==> src/core/irq_ctl_pkg.sv <==
// Purpose: Shared constants and types for the interrupt controller
// Assumes: Registers are eight bits wide, one per aligned 32-bit bus word
// Notes:   Byte address of a register is its index times four
package irq_ctl_pkg;

    // Register map, byte address = index * 4
    localparam int          REG_CNT      = 8;
    localparam int          ADDR_W       = 5;
    localparam logic [2:0]  IDX_EDGE     = 3'h0;
    localparam logic [2:0]  IDX_CTL_A    = 3'h1;
    localparam logic [2:0]  IDX_CTL_B    = 3'h2;
    localparam logic [2:0]  IDX_CTL_C    = 3'h3;
    localparam logic [2:0]  IDX_GRP_A    = 3'h4;
    localparam logic [2:0]  IDX_GRP_B    = 3'h5;
    localparam logic [2:0]  IDX_GRP_C    = 3'h6;
    localparam logic [2:0]  IDX_GRP_D    = 3'h7;
    localparam logic [7:0]  REG_RESET    = 8'h00;

    // Implemented bits and request-flag bits of each register
    localparam logic [7:0] IMPL_MASK [REG_CNT] =
        '{8'h0F, 8'h7F, 8'hFF, 8'hFF, 8'h33, 8'hFF, 8'h77, 8'h33};
    localparam logic [7:0] FLAG_MASK [REG_CNT] =
        '{8'h00, 8'h70, 8'hF0, 8'hF0, 8'h30, 8'hF0, 8'h70, 8'h30};

    // Edge select fields and encodings
    localparam int          PIN0_SEL_LSB = 0;
    localparam int          PIN1_SEL_LSB = 2;
    localparam logic [1:0]  EDGE_OFF     = 2'h0;
    localparam logic [1:0]  EDGE_RISE    = 2'h1;
    localparam logic [1:0]  EDGE_FALL    = 2'h2;
    localparam logic [1:0]  EDGE_BOTH    = 2'h3;

    // Bit positions of the global enable and of hardware-set flags
    localparam int EMI_BIT   = 0;
    localparam int PIN0_BIT  = 4;
    localparam int PIN1_BIT  = 5;
    localparam int TOUCH_BIT = 6;
    localparam int UART_BIT  = 4;
    localparam int GRP0_BIT  = 5;
    localparam int GRP1_BIT  = 6;
    localparam int ADC_BIT   = 7;
    localparam int GRP2_BIT  = 4;
    localparam int TICK0_BIT = 5;
    localparam int TICK1_BIT = 6;
    localparam int GRP3_BIT  = 7;
    localparam int MATCH_P0  = 4;
    localparam int MATCH_A0  = 5;
    localparam int MATCH_P1  = 6;
    localparam int MATCH_A1  = 7;
    localparam int SIM_BIT   = 6;
    localparam int LVD_BIT   = 4;
    localparam int EEW_BIT   = 5;

    // Vectored sources, listed in priority order (index 0 highest)
    localparam int NUM_SRC = 11;
    localparam int SRC_W   = 4;
    localparam int SRC_REG  [NUM_SRC] = '{1, 1, 1, 2, 2, 2, 2, 3, 3, 3, 3};
    localparam int SRC_FLAG [NUM_SRC] = '{4, 5, 6, 4, 5, 6, 7, 4, 5, 6, 7};
    localparam int SRC_EN   [NUM_SRC] = '{1, 2, 3, 0, 1, 2, 3, 0, 1, 2, 3};

    // Event pulses from on-chip peripherals
    typedef struct packed {
        logic touch;
        logic uart;
        logic adc;
        logic tick0;
        logic tick1;
        logic ctimer0_match_a;
        logic ctimer0_match_p;
        logic ctimer1_match_a;
        logic ctimer1_match_p;
        logic stdtimer_match_a;
        logic stdtimer_match_p;
        logic periodic_timer_match_a;
        logic periodic_timer_match_p;
        logic serial_iface;
        logic eeprom_write;
        logic low_voltage;
    } periph_evt_s;

endpackage

==> src/core/irq_controller.sv <==
// Purpose: Interrupt controller: flags, enables, priority, vector and stack
// Assumes: Pins and events synchronous to clk_sys; core asks at boundaries
// Notes:   Registers on Avalon-MM, one wait state on every access
//
// The Avalon-MM interface to the registers and the register addresses are this design's own decisions.
module irq_controller
    import irq_ctl_pkg::*;
#(
    parameter int PC_W        = 13,
    parameter int STACK_DEPTH = 8,
    parameter int VEC_BASE    = 4,
    parameter int VEC_STEP    = 4
) (
    input  wire logic                     clk_sys,
    input  wire logic                     reset_n,
    input  wire logic [irq_ctl_pkg::ADDR_W-1:0] address,
    input  wire logic                     read,
    input  wire logic                     write,
    input  wire logic [31:0]              writedata,
    output logic      [31:0]              readdata,
    output logic                          waitrequest,
    input  wire logic                     ext_pin_zero,
    input  wire logic                     ext_pin_one,
    input  wire irq_ctl_pkg::periph_evt_s periph_evt,
    input  wire logic                     core_ready,
    input  wire logic [PC_W-1:0]          fetch_pc,
    input  wire logic                     return_from_interrupt,
    output logic                          irq_take,
    output logic                          pc_load_valid,
    output logic      [PC_W-1:0]          pc_load,
    output logic                          wake
);
    import irq_ctl_pkg::*;

    localparam int SP_W = $clog2(STACK_DEPTH + 1);
    localparam int IX_W = $clog2(STACK_DEPTH);
    localparam logic [SP_W-1:0] SP_FULL = SP_W'(STACK_DEPTH);
    localparam logic [SP_W-1:0] SP_ONE  = SP_W'(1);

    logic              rst_meta;
    logic              rst_n;
    logic [7:0]        regs      [REG_CNT];
    logic [7:0]        next_regs [REG_CNT];
    logic [7:0]        sw_val    [REG_CNT];
    logic [7:0]        hw_set    [REG_CNT];
    logic [7:0]        hw_clr    [REG_CNT];
    logic [REG_CNT-1:0] wr_hit;
    logic [REG_CNT-1:0] flag_rise;
    logic [3:0]        grp_rise;
    logic              pin0_q;
    logic              pin1_q;
    logic              pin0_hit;
    logic              pin1_hit;
    logic [NUM_SRC-1:0] pend;
    logic [SRC_W-1:0]  sel;
    logic              take_now;
    logic              return_from_interrupt_now;
    logic              bus_wr;
    logic              bus_rd;
    logic [2:0]        reg_idx;
    logic              addr_ok;
    logic [PC_W-1:0]   stack_mem [STACK_DEPTH];
    logic [SP_W-1:0]   sp;
    logic [IX_W-1:0]   top_idx;
    logic [IX_W-1:0]   push_idx;
    logic [PC_W-1:0]   stack_top;
    logic [PC_W-1:0]   vector_pc;
    logic              global_irq_enable;

    // Reset: asserted at once, released through two flops
    always_ff @(posedge clk_sys or negedge reset_n) begin
        if (!reset_n) begin
            rst_meta <= 1'b0;
            rst_n    <= 1'b0;
        end else begin
            rst_meta <= 1'b1;
            rst_n    <= rst_meta;
        end
    end

    // Bus decode; a write lands on the edge where waitrequest is low, a read is latched one edge earlier
    assign reg_idx = address[ADDR_W-1:2];
    assign addr_ok = (address[1:0] == 2'h0);
    assign bus_wr  = write && !waitrequest && addr_ok;
    assign bus_rd  = read && waitrequest;

    // One wait state, then a single ready cycle per request
    always_ff @(posedge clk_sys or negedge rst_n) begin
        if (!rst_n) begin
            waitrequest <= 1'b1;
            readdata    <= 32'h0000_0000;
        end else begin
            waitrequest <= !((read || write) && waitrequest);
            if (bus_rd) begin
                readdata <= addr_ok ? {24'h00_0000, regs[reg_idx] & IMPL_MASK[reg_idx]}
                                    : 32'h0000_0000;
            end
        end
    end

    // External pin edge detection
    always_ff @(posedge clk_sys or negedge rst_n) begin
        if (!rst_n) begin
            pin0_q <= 1'b0;
            pin1_q <= 1'b0;
        end else begin
            pin0_q <= ext_pin_zero;
            pin1_q <= ext_pin_one;
        end
    end

    function automatic logic edge_hit(input logic [1:0] mode, input logic now, input logic old);
        logic rise;
        logic fall;
        rise = now && !old;
        fall = !now && old;
        edge_hit = ((mode == EDGE_RISE) && rise) || ((mode == EDGE_FALL) && fall) ||
                   ((mode == EDGE_BOTH) && (rise || fall));
    endfunction

    assign pin1_hit = edge_hit(regs[IDX_EDGE][PIN1_SEL_LSB +: 2], ext_pin_one, pin1_q);
    assign pin0_hit = edge_hit(regs[IDX_EDGE][PIN0_SEL_LSB +: 2], ext_pin_zero, pin0_q);

    generate
        for (genvar k = 0; k < 4; k++) begin : g_grp
            assign grp_rise[k] = |(next_regs[IDX_GRP_A + 3'(k)] & ~regs[IDX_GRP_A + 3'(k)]
                                   & FLAG_MASK[IDX_GRP_A + 3'(k)]);
        end
    endgenerate

    // Hardware set requests, independent of enables
    always_comb begin
        for (int r = 0; r < REG_CNT; r++) begin
            hw_set[r] = 8'h00;
        end
        hw_set[IDX_CTL_A][TOUCH_BIT] = periph_evt.touch;
        hw_set[IDX_CTL_A][PIN1_BIT]  = pin1_hit;
        hw_set[IDX_CTL_A][PIN0_BIT]  = pin0_hit;
        hw_set[IDX_CTL_B][ADC_BIT]   = periph_evt.adc;
        hw_set[IDX_CTL_B][GRP1_BIT]  = grp_rise[1];
        hw_set[IDX_CTL_B][GRP0_BIT]  = grp_rise[0];
        hw_set[IDX_CTL_B][UART_BIT]  = periph_evt.uart;
        hw_set[IDX_CTL_C][GRP3_BIT]  = grp_rise[3];
        hw_set[IDX_CTL_C][TICK1_BIT] = periph_evt.tick1;
        hw_set[IDX_CTL_C][TICK0_BIT] = periph_evt.tick0;
        hw_set[IDX_CTL_C][GRP2_BIT]  = grp_rise[2];
        hw_set[IDX_GRP_A][MATCH_A0]  = periph_evt.ctimer0_match_a;
        hw_set[IDX_GRP_A][MATCH_P0]  = periph_evt.ctimer0_match_p;
        hw_set[IDX_GRP_B][MATCH_A1]  = periph_evt.stdtimer_match_a;
        hw_set[IDX_GRP_B][MATCH_P1]  = periph_evt.stdtimer_match_p;
        hw_set[IDX_GRP_B][MATCH_A0]  = periph_evt.ctimer1_match_a;
        hw_set[IDX_GRP_B][MATCH_P0]  = periph_evt.ctimer1_match_p;
        hw_set[IDX_GRP_C][SIM_BIT]   = periph_evt.serial_iface;
        hw_set[IDX_GRP_C][MATCH_A0]  = periph_evt.periodic_timer_match_a;
        hw_set[IDX_GRP_C][MATCH_P0]  = periph_evt.periodic_timer_match_p;
        hw_set[IDX_GRP_D][EEW_BIT]   = periph_evt.eeprom_write;
        hw_set[IDX_GRP_D][LVD_BIT]   = periph_evt.low_voltage;
    end

    // Pending requests and fixed-priority pick, index 0 wins
    always_comb begin
        pend = '0;
        sel  = '0;
        for (int i = 0; i < NUM_SRC; i++) begin
            pend[i] = regs[SRC_REG[i]][SRC_FLAG[i]] && regs[SRC_REG[i]][SRC_EN[i]];
        end
        for (int i = NUM_SRC - 1; i >= 0; i--) begin
            if (pend[i]) begin
                sel = SRC_W'(i);
            end
        end
    end

    assign global_irq_enable = regs[IDX_CTL_A][EMI_BIT];
    assign take_now = global_irq_enable && (|pend) && core_ready && !return_from_interrupt && (sp != SP_FULL);
    assign return_from_interrupt_now = return_from_interrupt && (sp != '0);
    // one vector per group or source
    assign vector_pc = PC_W'(VEC_BASE + int'(sel) * VEC_STEP);

    // Automatic clears on service; only the chosen flag and the global enable
    always_comb begin
        for (int r = 0; r < REG_CNT; r++) begin
            hw_clr[r] = 8'h00;
        end
        if (take_now) begin
            hw_clr[IDX_CTL_A][EMI_BIT] = 1'b1;
            hw_clr[SRC_REG[sel]][SRC_FLAG[sel]] = 1'b1;
        end
    end

    // Register file: write, then clear, then set, so sets are never lost
    generate
        for (genvar g = 0; g < REG_CNT; g++) begin : g_reg
            assign wr_hit[g]    = bus_wr && (reg_idx == 3'(g));
            assign sw_val[g]    = wr_hit[g] ? (writedata[7:0] & IMPL_MASK[g]) : regs[g];
            assign next_regs[g] = ((sw_val[g] & ~hw_clr[g]) | hw_set[g]) & IMPL_MASK[g];
            assign flag_rise[g] = |(next_regs[g] & ~regs[g] & FLAG_MASK[g]);
            always_ff @(posedge clk_sys or negedge rst_n) begin
                if (!rst_n) begin
                    regs[g] <= REG_RESET;
                end else begin
                    regs[g] <= next_regs[g];
                end
            end
        end
    endgenerate

    // Return-address stack, no reset needed on the storage itself
    assign top_idx  = IX_W'(sp - SP_ONE);
    assign push_idx = IX_W'(sp);
    assign stack_top = stack_mem[top_idx];

    always_ff @(posedge clk_sys) begin
        if (take_now) begin
            stack_mem[push_idx] <= fetch_pc;
        end
    end

    // Stack pointer and core-facing outputs
    always_ff @(posedge clk_sys or negedge rst_n) begin
        if (!rst_n) begin
            sp            <= '0;
            irq_take      <= 1'b0;
            pc_load_valid <= 1'b0;
            pc_load       <= '0;
            wake          <= 1'b0;
        end else begin
            irq_take      <= take_now;
            pc_load_valid <= take_now || return_from_interrupt_now;
            wake          <= |flag_rise;
            if (return_from_interrupt_now) begin
                sp      <= sp - SP_ONE;
                pc_load <= stack_top;
            end else if (take_now) begin
                sp      <= sp + SP_ONE;
                pc_load <= vector_pc;
            end
        end
    end
endmodule

==> config.mk <==
export PLATFORM = sky130hd
export DESIGN_NAME = irq_controller
export DESIGN_NICKNAME = d
export VERILOG_FILES = /design/src/core/irq_ctl_pkg.sv /design/src/core/irq_controller.sv
export SDC_FILE = /design/constraint.sdc
export NUM_CORES = 1
export LEC_CHECK = 0
export BUFFER_PORTS_ARGS = -buffer_cell sky130_fd_sc_hd__buf_2
export CAP_MARGIN = 20
export CORE_MARGIN = 10
export CORE_UTILIZATION = 40
export CTS_BUF_LIST = sky130_fd_sc_hd__clkbuf_2 sky130_fd_sc_hd__clkbuf_4 sky130_fd_sc_hd__clkbuf_8
export CTS_CLUSTER_DIAMETER = 200
export DETAILED_ROUTE_END_ITERATION = 10
export SYNTH_ARGS = -nofsm -noshare
export SYNTH_HDL_FRONTEND = slang
export SYNTH_SLANG_ARGS = --single-unit
export TNS_END_PERCENT = 1
==> constraint.sdc <==
create_clock -name clk_sys -period 4.2 [get_ports clk_sys]
set_input_delay 0.21 -clock clk_sys [delete_from_list [all_inputs] [get_ports clk_sys]]
set_output_delay 0.21 -clock clk_sys [all_outputs]
set_load 0.005 [all_outputs]
==> results_dict.tcl, run 1 <==
set metrics [dict create \
    status "finished, final reports clean" \
    arrival_ns 3.82 \
    synth_xor_area_share_pct 0.306 \
    viasPerCell 5.36 \
    final_common_cell "edfxtp_1" \
    fillers 1877 \
    routed_wirelength_um 21000 \
    cp_cell_sequence "nand2_1 > a21oi_1 > o21ai_1 > a22o_1 > a22oi_1 > ha_1 > inv_1 > ha_1 > nor2b_1 > nand3_1 > o311ai_1 > a221oi_1 > nor4_1 > o211ai_1" \
    routed.top_layer "met4" \
    clock-sinks 186 \
    yosys_register_bits 186 \
    gr-total-overflow 0 \
    whs_path_depth 1 \
    h-tree-depth 4 \
    wl_met1_um 8730 \
    relSlewSlack_pct 41.6 \
    synthAdderAreaFrac_pct 2.18 \
    skew_ns 0.0189 \
    cts_buffers 17 \
    grt_pass1_vias 6090 \
    rsz0062_at_grt "no" \
    crit_required_ns 4.51 \
    cts.path.max_buffers 2 \
    drive_gt1_share_pct 25.9 \
    power_density_nw_per_um2 510 \
    drc 0 \
    finalCriticalPeriod_ns 3.51 \
    finalSetupViolations 0 \
    ys_types 58 \
    cpMostUsedCell "ha_1" \
    tns_ns 0 \
    hold_class "in -> reg" \
    hold_violations 0 \
    cts_root_buf "clkbuf_8" \
    tightest_slew_ns 0.876 \
    cts_tree "built" \
    path_clk_slew_ns 0.11 \
    wl_per_cell_um 19.9 \
    hpwlAfterDp_um 14400 \
    path_delay_family "compound AO/OA/AOI/OAI gates" \
    critPathLaunchType "register" \
    grt_pass1_wl_um 33400 \
    rr_worst_depth 14 \
    synthFlopType "edfxtp_1" \
    layout.nets 856 \
    critPathMaxFanout 6 \
    wl_met3_um 1130 \
    grt_util_all_layers_pct 15.0 \
    cp_num_cells 14 \
    io_pins 123 \
    final_max_slew_viol_count 0 \
    synth_edf_count 104 \
    crit_type "reg -> reg" \
    routed-via-count 5657 \
    dr.pass1.iters 7 \
    final_cell_mix "edfxtp_1, dfrtp_1, buf_2, nand2_1, inv_1" \
    synth_top_family_by_area "multiplexers" \
    seq_area_frac_synth_pct 60.2 \
    antenna_found_initial 0 \
    die_h_um 167 \
    antennaDiodeCount 0 \
    gp_congestion 0.857 \
    peakVddDrop_mv 0.250 \
    synth_mux_area_share_pct 14.1 \
    die_w_um 167 \
    reg2reg_slack_ns 0.69 \
    coreArea_um2 21100 \
    synth_simple_gate_area_share_pct 8.03 \
    leakage_nw 4.12 \
    area_growth_pct 17.1 \
    synthCells 647 \
    die-area_um2 27800 \
    port-buffer-count 74 \
    critPathMaxStageDelay_ns 0.50 \
    fin_util_pct 47.7 \
    maxCapViolations 0 \
    fmax_mhz 285 \
    critPathCaptureType "register" \
    std_cell_rows 53 \
    initial_core_util_pct 40.8 \
    met2_length_um 10800 \
    yosysWarnings 0 \
    synth_compound_area_share_pct 10.2 \
    syn_area_um2 8600 \
    drtIter0Drc 474 \
    clock_latency_ns 0.47 \
    grt_max_degree 66 \
    async_reset_ff_share_pct 44.1 \
    final_antenna_net_count 0 \
    avgSynthCellArea_um2 13.3 \
    cp_slowest_cell "dfrtp_1" \
    finalCritPeriodShare_pct 83.7 \
    cp.buffers_inverters 1 \
]
-- worst paths after layout --
check / endpoint / start
worst min register to register: rst_n / rst_meta
min in group asynchronous: rst_n / reset_n
max in group asynchronous: sp[0] / rst_n
worst max register to register: wake / regs[38]
worst max-delay path: wake / regs[38]
worst min-delay path: stack_mem[1][6] / fetch_pc[6]
-- area by class of cell --
class | count | area (um2) | area share [%]
clock inverter | 14 | 196 | 1.95
timing repair buffer | 123 | 821 | 8.15
multi-input combinational | 396 | 3120 | 31.0
inverter | 43 | 161 | 1.60
sequential | 186 | 5180 | 51.5
clock buffer | 18 | 241 | 2.40
tap | 275 | 344 | 3.42
-- worst reg2reg max path: stages (launching register included) --
cell and delay [ns]:
dfrtp_1 0.50, nand2_1 0.12, a21oi_1 0.13, o21ai_1 0.15
a22o_1 0.22, a22oi_1 0.33, ha_1 0.28, inv_1 0.06
ha_1 0.22, nor2b_1 0.16, nand3_1 0.24, o311ai_1 0.31
a221oi_1 0.12, nor4_1 0.36, o211ai_1 0.19
-- synthesized netlist by cell type, drive strengths merged, types with 6 or more instances --
library cell	instances	share of area (%)
nor3	15	0.87
mux2i	15	1.7
o21ai	24	1.4
nor2b	7	0.51
ha	15	2.2
o211ai	6	0.52
nand2	59	2.6
dfrtp	81	24
a222oi	11	1.3
nand2b	6	0.44
mux4	34	8.9
inv	43	1.9
mux2	26	3.4
edfxtp	104	36
nor2	39	1.7
nand3	8	0.47
o22ai	7	0.65
clkbuf	14	0.61
buf	31	2.4
nor4	6	0.44
a21oi	28	1.7
a22oi	9	0.84
a31oi	9	0.65
-- routing by layer --
| layer | global-route usage (%) | vias up |
|---|---|---|
| met5 | 0 | - |
| li1 | - | 2633 |
| met1 | 17.9 | 2827 |
| met4 | 5.04 | 0 |
| met2 | 26.1 | 175 |
| met3 | 3.44 | 22 |
-- timing repair --
| item | in CTS | in global routing |
|---|---|---|
| endpoints found under the hold margin | 99 | 0 |
| hold buffers | 33 | 0 |
| buffers inserted | 0 | 0 |
| resized for setup | 0 | 0 |
-- through the flow --
stage               instance area, um2  instances  power [mW]  hold slack [ns]  worst slack (ns)
floorplan                         8680        670        3.39          -0.0856             0.540
global placement                  9300        990        3.84         -0.00313             0.832
detailed placement                9300        990        3.88         -0.00192             0.770
CTS                              10100       1055        5.19          0.00136             0.750
global route                     10100       1055        5.42         0.000525             0.384
finish                           10100       1055        5.13           0.0259             0.686
-- report_power, final --
group / switching, mW / internal (mW) / leakage [nW] / total (mW)
clock network: 0.711 / 0.573 / 0.219 / 1.28
registers: 0.173 / 2.10 / 1.90 / 2.27
logic: 0.850 / 0.728 / 1.99 / 1.58
total: 1.73 / 3.40 / 4.12 / 5.13
-- cells by family (layout without fill, tap and decap cells) --
family / Yosys count / after routing
flip-flops: 186 / 186
buffers and inverters: 88 / 198
XOR/XNOR: 3 / 3
AO/OA/AOI/OAI: 125 / 125
adder cells (fa/ha/maj): 15 / 15
other: 2 / 25
multiplexers: 75 / 75
AND/OR/NAND/NOR: 153 / 153
Power figures use the tool's default switching activity.
==> inputs of run 2 (changes only) <==
==> constraint.sdc (replaced) <==
create_clock -name clk_sys -period 3.4 [get_ports clk_sys]
set_input_delay 0.17 -clock clk_sys [delete_from_list [all_inputs] [get_ports clk_sys]]
set_output_delay 0.17 -clock clk_sys [all_outputs]
set_load 0.005 [all_outputs]
==> run 2 against run 1 <==
Largest cell class unchanged. Fmax up 11%. Sequential power up 23%. Design area up 1.4%.
==> results_dict.tcl, run 2 (same netlist as run 1, synthesis figures left out) <==
set metrics [dict create \
    viasPerCell 5.46 \
    arrival_ns 3.47 \
    grt_max_degree 42 \
    io_pins 123 \
    cp.buffers_inverters 2 \
    area_growth_pct 18.7 \
    p_total_mw 6.38 \
    gp_congestion 0.946 \
    port-buffer-count 74 \
    antennaDiodeCount 0 \
    reg2reg_slack_ns 0.24 \
    peakVddDrop_mv 0.306 \
    tns_ns 0 \
    multi_input_area_um2 3160 \
    finalSetupViolations 0 \
    hold_class "in -> reg" \
    clock-sinks 186 \
    final_cell_mix "edfxtp_1, dfrtp_1, buf_2, nand2_1, inv_1" \
    timing.hold.ws_ns 0.0458 \
    routed_wirelength_um 21600 \
    gr-total-overflow 0 \
    final_common_cell "edfxtp_1" \
    final_max_slew_viol_count 0 \
    routed-via-count 5828 \
    cp_cell_sequence "nand2_1 > a32oi_1 > o21ai_2 > a22o_1 > a22oi_2 > ha_2 > inv_1 > ha_1 > nor2b_1 > nand3_2 > buf_4 > o31a_1 > nor4_1 > o211ai_1" \
    die-area_um2 27800 \
    fmax_mhz 317 \
    maxCapViolations 0 \
    drtIter0Drc 468 \
    cts_buffers 17 \
    finalCritPeriodShare_pct 92.9 \
    critPathMaxFanout 4 \
    grt_pass1_wl_um 34300 \
    cts_tree "built" \
    crit_required_ns 3.72 \
    leakage_nw 4.17 \
    coreArea_um2 21100 \
    finalCriticalPeriod_ns 3.16 \
    initial_core_util_pct 40.8 \
    drive_gt1_share_pct 27.6 \
    hold_violations 0 \
    cp_slowest_cell "dfrtp_1" \
    grt_pass1_vias 6248 \
    h-tree-depth 4 \
    fillers 1869 \
    crit_type "reg -> reg" \
    die_w_um 167 \
    dr.pass1.iters 5 \
    hpwlAfterDp_um 15100 \
    cts.path.max_buffers 2 \
    drc 0 \
    path_delay_family "compound AO/OA/AOI/OAI gates" \
    grt_util_all_layers_pct 15.5 \
    clock_latency_ns 0.47 \
    die_h_um 167 \
    status "finished, final reports clean" \
    skew_ns 0.0223 \
    final_antenna_net_count 0 \
    antenna_found_initial 0 \
    critPathCaptureType "register" \
    layout.nets 869 \
    critPathMaxStageDelay_ns 0.42 \
    tightest_slew_ns 0.817 \
    ff_latch_area_um2 5180 \
    wl_per_cell_um 20.2 \
    relSlewSlack_pct 45.6 \
    rsz0062_at_grt "no" \
    power_density_nw_per_um2 625 \
    cts_root_buf "clkbuf_8" \
    path_clk_slew_ns 0.11 \
    critPathLaunchType "register" \
    std_cell_rows 53 \
]
==> run 2: cell types whose count changed in the layout (fill, tap and decap cells not counted), moves of 3 or more <==
cell / previous run / this run
dlygate4sd3_1: 33 / 36
buf_4: 16 / 26
inv_8: 5 / 2
inv_12: 0 / 5
==> run 2: worst paths after layout <==
kind,endpoint,depth (start not counted),from
worst max register to register,wake,14,register
worst min register to register,pc_load[11],0,rst_n
min in group asynchronous,pc_load[11],0,rst_n
worst min-delay path,register,2,writedata[2]
max in group asynchronous,pc_load[1],1,rst_n
worst max-delay path,wake,14,register
==> run 2: metrics by stage <==
step / area [um2] / setup WS, ns / utilization [%] / instances
finish: 10200 / 0.241 / 48.4 / 1068
global route: 10200 / 0.0274 / 48.4 / 1068
CTS: 10200 / 0.0312 / 48.2 / 1067
detailed placement: 9370 / 0.0732 / 44.4 / 999
global placement: 9370 / 0.248 / 44.4 / 999
floorplan: 8680 / -0.260 / - / 670
==> run 2: timing repair <==
| action | CTS | global route |
|---|---|---|
| endpoints found under the hold margin | 128 | 0 |
| gates resized for setup | 0 | 7 |
| setup endpoints to repair | 0 | 1 |
| hold buffers | 36 | 0 |
| setup buffers | 0 | 1 |
==> run 2: worst reg2reg max path: stages, from the launching register on <==
cell and delay (ns):
dfrtp_1 0.42, nand2_1 0.09, a32oi_1 0.22, o21ai_2 0.13, a22o_1 0.21, a22oi_2 0.20
ha_2 0.25, inv_1 0.05, ha_1 0.22, nor2b_1 0.19, nand3_2 0.15, buf_4 0.20
o31a_1 0.27, nor4_1 0.26, o211ai_1 0.16
==> run 2: per-layer routing <==
metal  global-route usage (%)  wire length [um]  vias up  share of wire, %
met5                        0                 0        -                 0
met4                     5.19               460        0               2.1
met3                     3.95              1260       33               5.8
met2                     27.4             11100      209                52
met1                     17.9              8740     2930                40
li1                         -                 -     2656                 -
==> run 2: power breakdown <==
group          total [mW]  switching [mW]  internal, mW
Combinational        2.04            1.10         0.939
Clock                1.54           0.952         0.592
Sequential           2.80           0.209          2.59
==> run 2: cell type report <==
cell class | instances | area share, %
timing repair buffer | 136 | 9.07
multi-input combinational | 396 | 30.9
clock inverter | 15 | 2.00
inverter | 43 | 1.58
clock buffer | 17 | 2.29
tap | 275 | 3.37
sequential | 186 | 50.8
==> inputs of run 3 (changes only) <==
==> constraint.sdc (replaced) <==
create_clock -name clk_sys -period 3.7 [get_ports clk_sys]
set_input_delay 0.185 -clock clk_sys [delete_from_list [all_inputs] [get_ports clk_sys]]
set_output_delay 0.185 -clock clk_sys [all_outputs]
set_load 0.005 [all_outputs]
==> run 3 against run 2 <==
Critical path depth is the same. Non-clock buffer count shrank 8. Register-to-register slack gained 0.07 ns. Combinational power shrank 11%. Critical path type unchanged. Largest cell class unchanged.
==> results_dict.tcl, run 3 (same netlist as run 1, synthesis figures left out) <==
set metrics [dict create \
    crit_required_ns 4.02 \
    drive_gt1_share_pct 26.4 \
    std_cell_rows 53 \
    path_clk_slew_ns 0.12 \
    critPathCaptureType "register" \
    leakage_nw 4.14 \
    hold_class "in -> async" \
    cp.buffers_inverters 1 \
    initial_core_util_pct 40.8 \
    p_comb_share_pct 31.0 \
    final_cells 1060 \
    drtIter0Drc 491 \
    hpwlAfterDp_um 14800 \
    die_h_um 167 \
    viasPerCell 5.42 \
    status "finished, final reports clean" \
    port-buffer-count 74 \
    grt_max_degree 59 \
    dr.pass1.iters 5 \
    power.internal_mw 3.77 \
    area_growth_pct 17.8 \
    ff_latch_area_um2 5180 \
    cts_root_buf "clkbuf_8" \
    final_cell_mix "edfxtp_1, dfrtp_1, buf_2, nand2_1, inv_1" \
    power_density_nw_per_um2 579 \
    p_total_mw 5.86 \
    io_pins 123 \
    p_sw_share_pct 35.7 \
    die-area_um2 27800 \
    die_w_um 167 \
    hold_violations 0 \
    cts_buffers 17 \
    peakVddDrop_mv 0.273 \
    finalCriticalPeriod_ns 3.38 \
    wl_per_cell_um 20.3 \
    cpMostUsedCell "ha_1" \
    routed-via-count 5740 \
    final_max_slew_viol_count 0 \
    coreArea_um2 21100 \
    critPathMaxStageDelay_ns 0.42 \
    critPathLaunchType "register" \
    dp.cells 994 \
    crit_type "reg -> reg" \
    multi_input_area_um2 3130 \
    layout.nets 861 \
    postLayoutCellArea_um2 10100 \
    gr-total-overflow 0 \
    rsz0062_at_grt "no" \
    final_common_cell "edfxtp_1" \
    drc 0 \
    arrival_ns 3.71 \
    cts_tree "built" \
    h-tree-depth 4 \
    antenna_found_initial 0 \
    clock_latency_ns 0.48 \
    place_area_um2 9330 \
    finalSetupViolations 0 \
    path_delay_family "compound AO/OA/AOI/OAI gates" \
    grt_pass1_wl_um 34300 \
    cp_slowest_cell "dfrtp_1" \
    skew_ns 0.0211 \
    antennaDiodeCount 0 \
    grt_util_all_layers_pct 15.5 \
    cp_cell_sequence "nand2_1 > a32oi_1 > o21ai_1 > a22o_1 > a22oi_2 > ha_1 > inv_1 > ha_1 > nor2b_1 > nand3_1 > o311ai_1 > a221oi_1 > nor4_1 > o211ai_1" \
    tightest_slew_ns 0.833 \
    critPathMaxFanout 6 \
    fmax_mhz 295 \
    p_sw_mw 2.09 \
    timing.hold.ws_ns 0.0259 \
    grt_pass1_vias 6137 \
    final_antenna_net_count 0 \
    finalCritPeriodShare_pct 91.5 \
    routed_wirelength_um 21500 \
    relSlewSlack_pct 44.5 \
    gp_congestion 0.942 \
    seq_power_share_pct 43.9 \
    maxCapViolations 0 \
    fillers 1861 \
    tns_ns 0 \
    power_frac_clock_pct 25.1 \
    clock-sinks 186 \
    cts.path.max_buffers 2 \
]
==> run 3: cell count changes in the layout (fill, tap and decap cells not counted), sizes merged <==
cell / before / now
clkinv: 7 / 5
buf: 100 / 94
inv: 51 / 53
dlygate4sd3: 36 / 34
==> run 3: power by group through the flow <==
| stage | clock (mW) | combinational [mW] | sequential (mW) |
|---|---|---|---|
| 2_1_floorplan | 0 | 1.30 | 2.55 |
| 3_3_place_gp | 0 | 1.75 | 2.61 |
| 3_5_place_dp | 0 | 1.81 | 2.62 |
| 4_1_cts | 1.52 | 1.84 | 2.58 |
| 5_1_grt | 1.61 | 2.02 | 2.61 |
| 6_report | 1.47 | 1.82 | 2.58 |
==> run 3: repair_timing <==
item / CTS / global route
hold buffers: 34 / 0
setup buffers: 0 / 0
setup endpoints to repair: 0 / 1
resized for setup: 0 / 1
hold endpoints to repair: 125 / 0
==> run 3: layout make-up <==
cell class	count	area share [%]
inverters	43	1.59
clock inverters	15	2.17
well taps	275	3.40
flip-flops and latches	186	51.2
repair buffers	128	8.50
clock buffers	17	2.31
multi-input cells	396	30.9
==> run 3: layer usage <==
layer | track usage [%] | up-vias | share of wire, %
li1 | - | 2647 | -
met1 | 18.3 | 2877 | 41
met2 | 27.1 | 192 | 52
met3 | 3.53 | 24 | 5.9
met4 | 5.31 | 0 | 1.9
met5 | 0 | - | 0
==> run 3: through the flow <==
| stage | worst slack (ns) | util [%] |
|---|---|---|
| 2_1_floorplan | 0.0403 | - |
| 3_3_place_gp | 0.376 | 44.2 |
| 3_5_place_dp | 0.282 | 44.2 |
| 4_1_cts | 0.261 | 48.0 |
| 5_1_grt | 0.108 | 48.0 |
| 6_report | 0.315 | 48.0 |
==> run 3: worst paths after layout <==
check | depth (start not counted) | start | to | slack [ns]
max in group asynchronous | 1 | rst_n | waitrequest | 2.39
min in group clk_sys | 2 | writedata[3] | register | 0.04
hold reg to reg | 0 | rst_meta | rst_n | 0.37
setup / recovery | 14 | regs[46] | wake | 0.32
setup reg to reg | 14 | regs[46] | wake | 0.32
hold / removal | 2 | reset_n | rst_n | 0.03
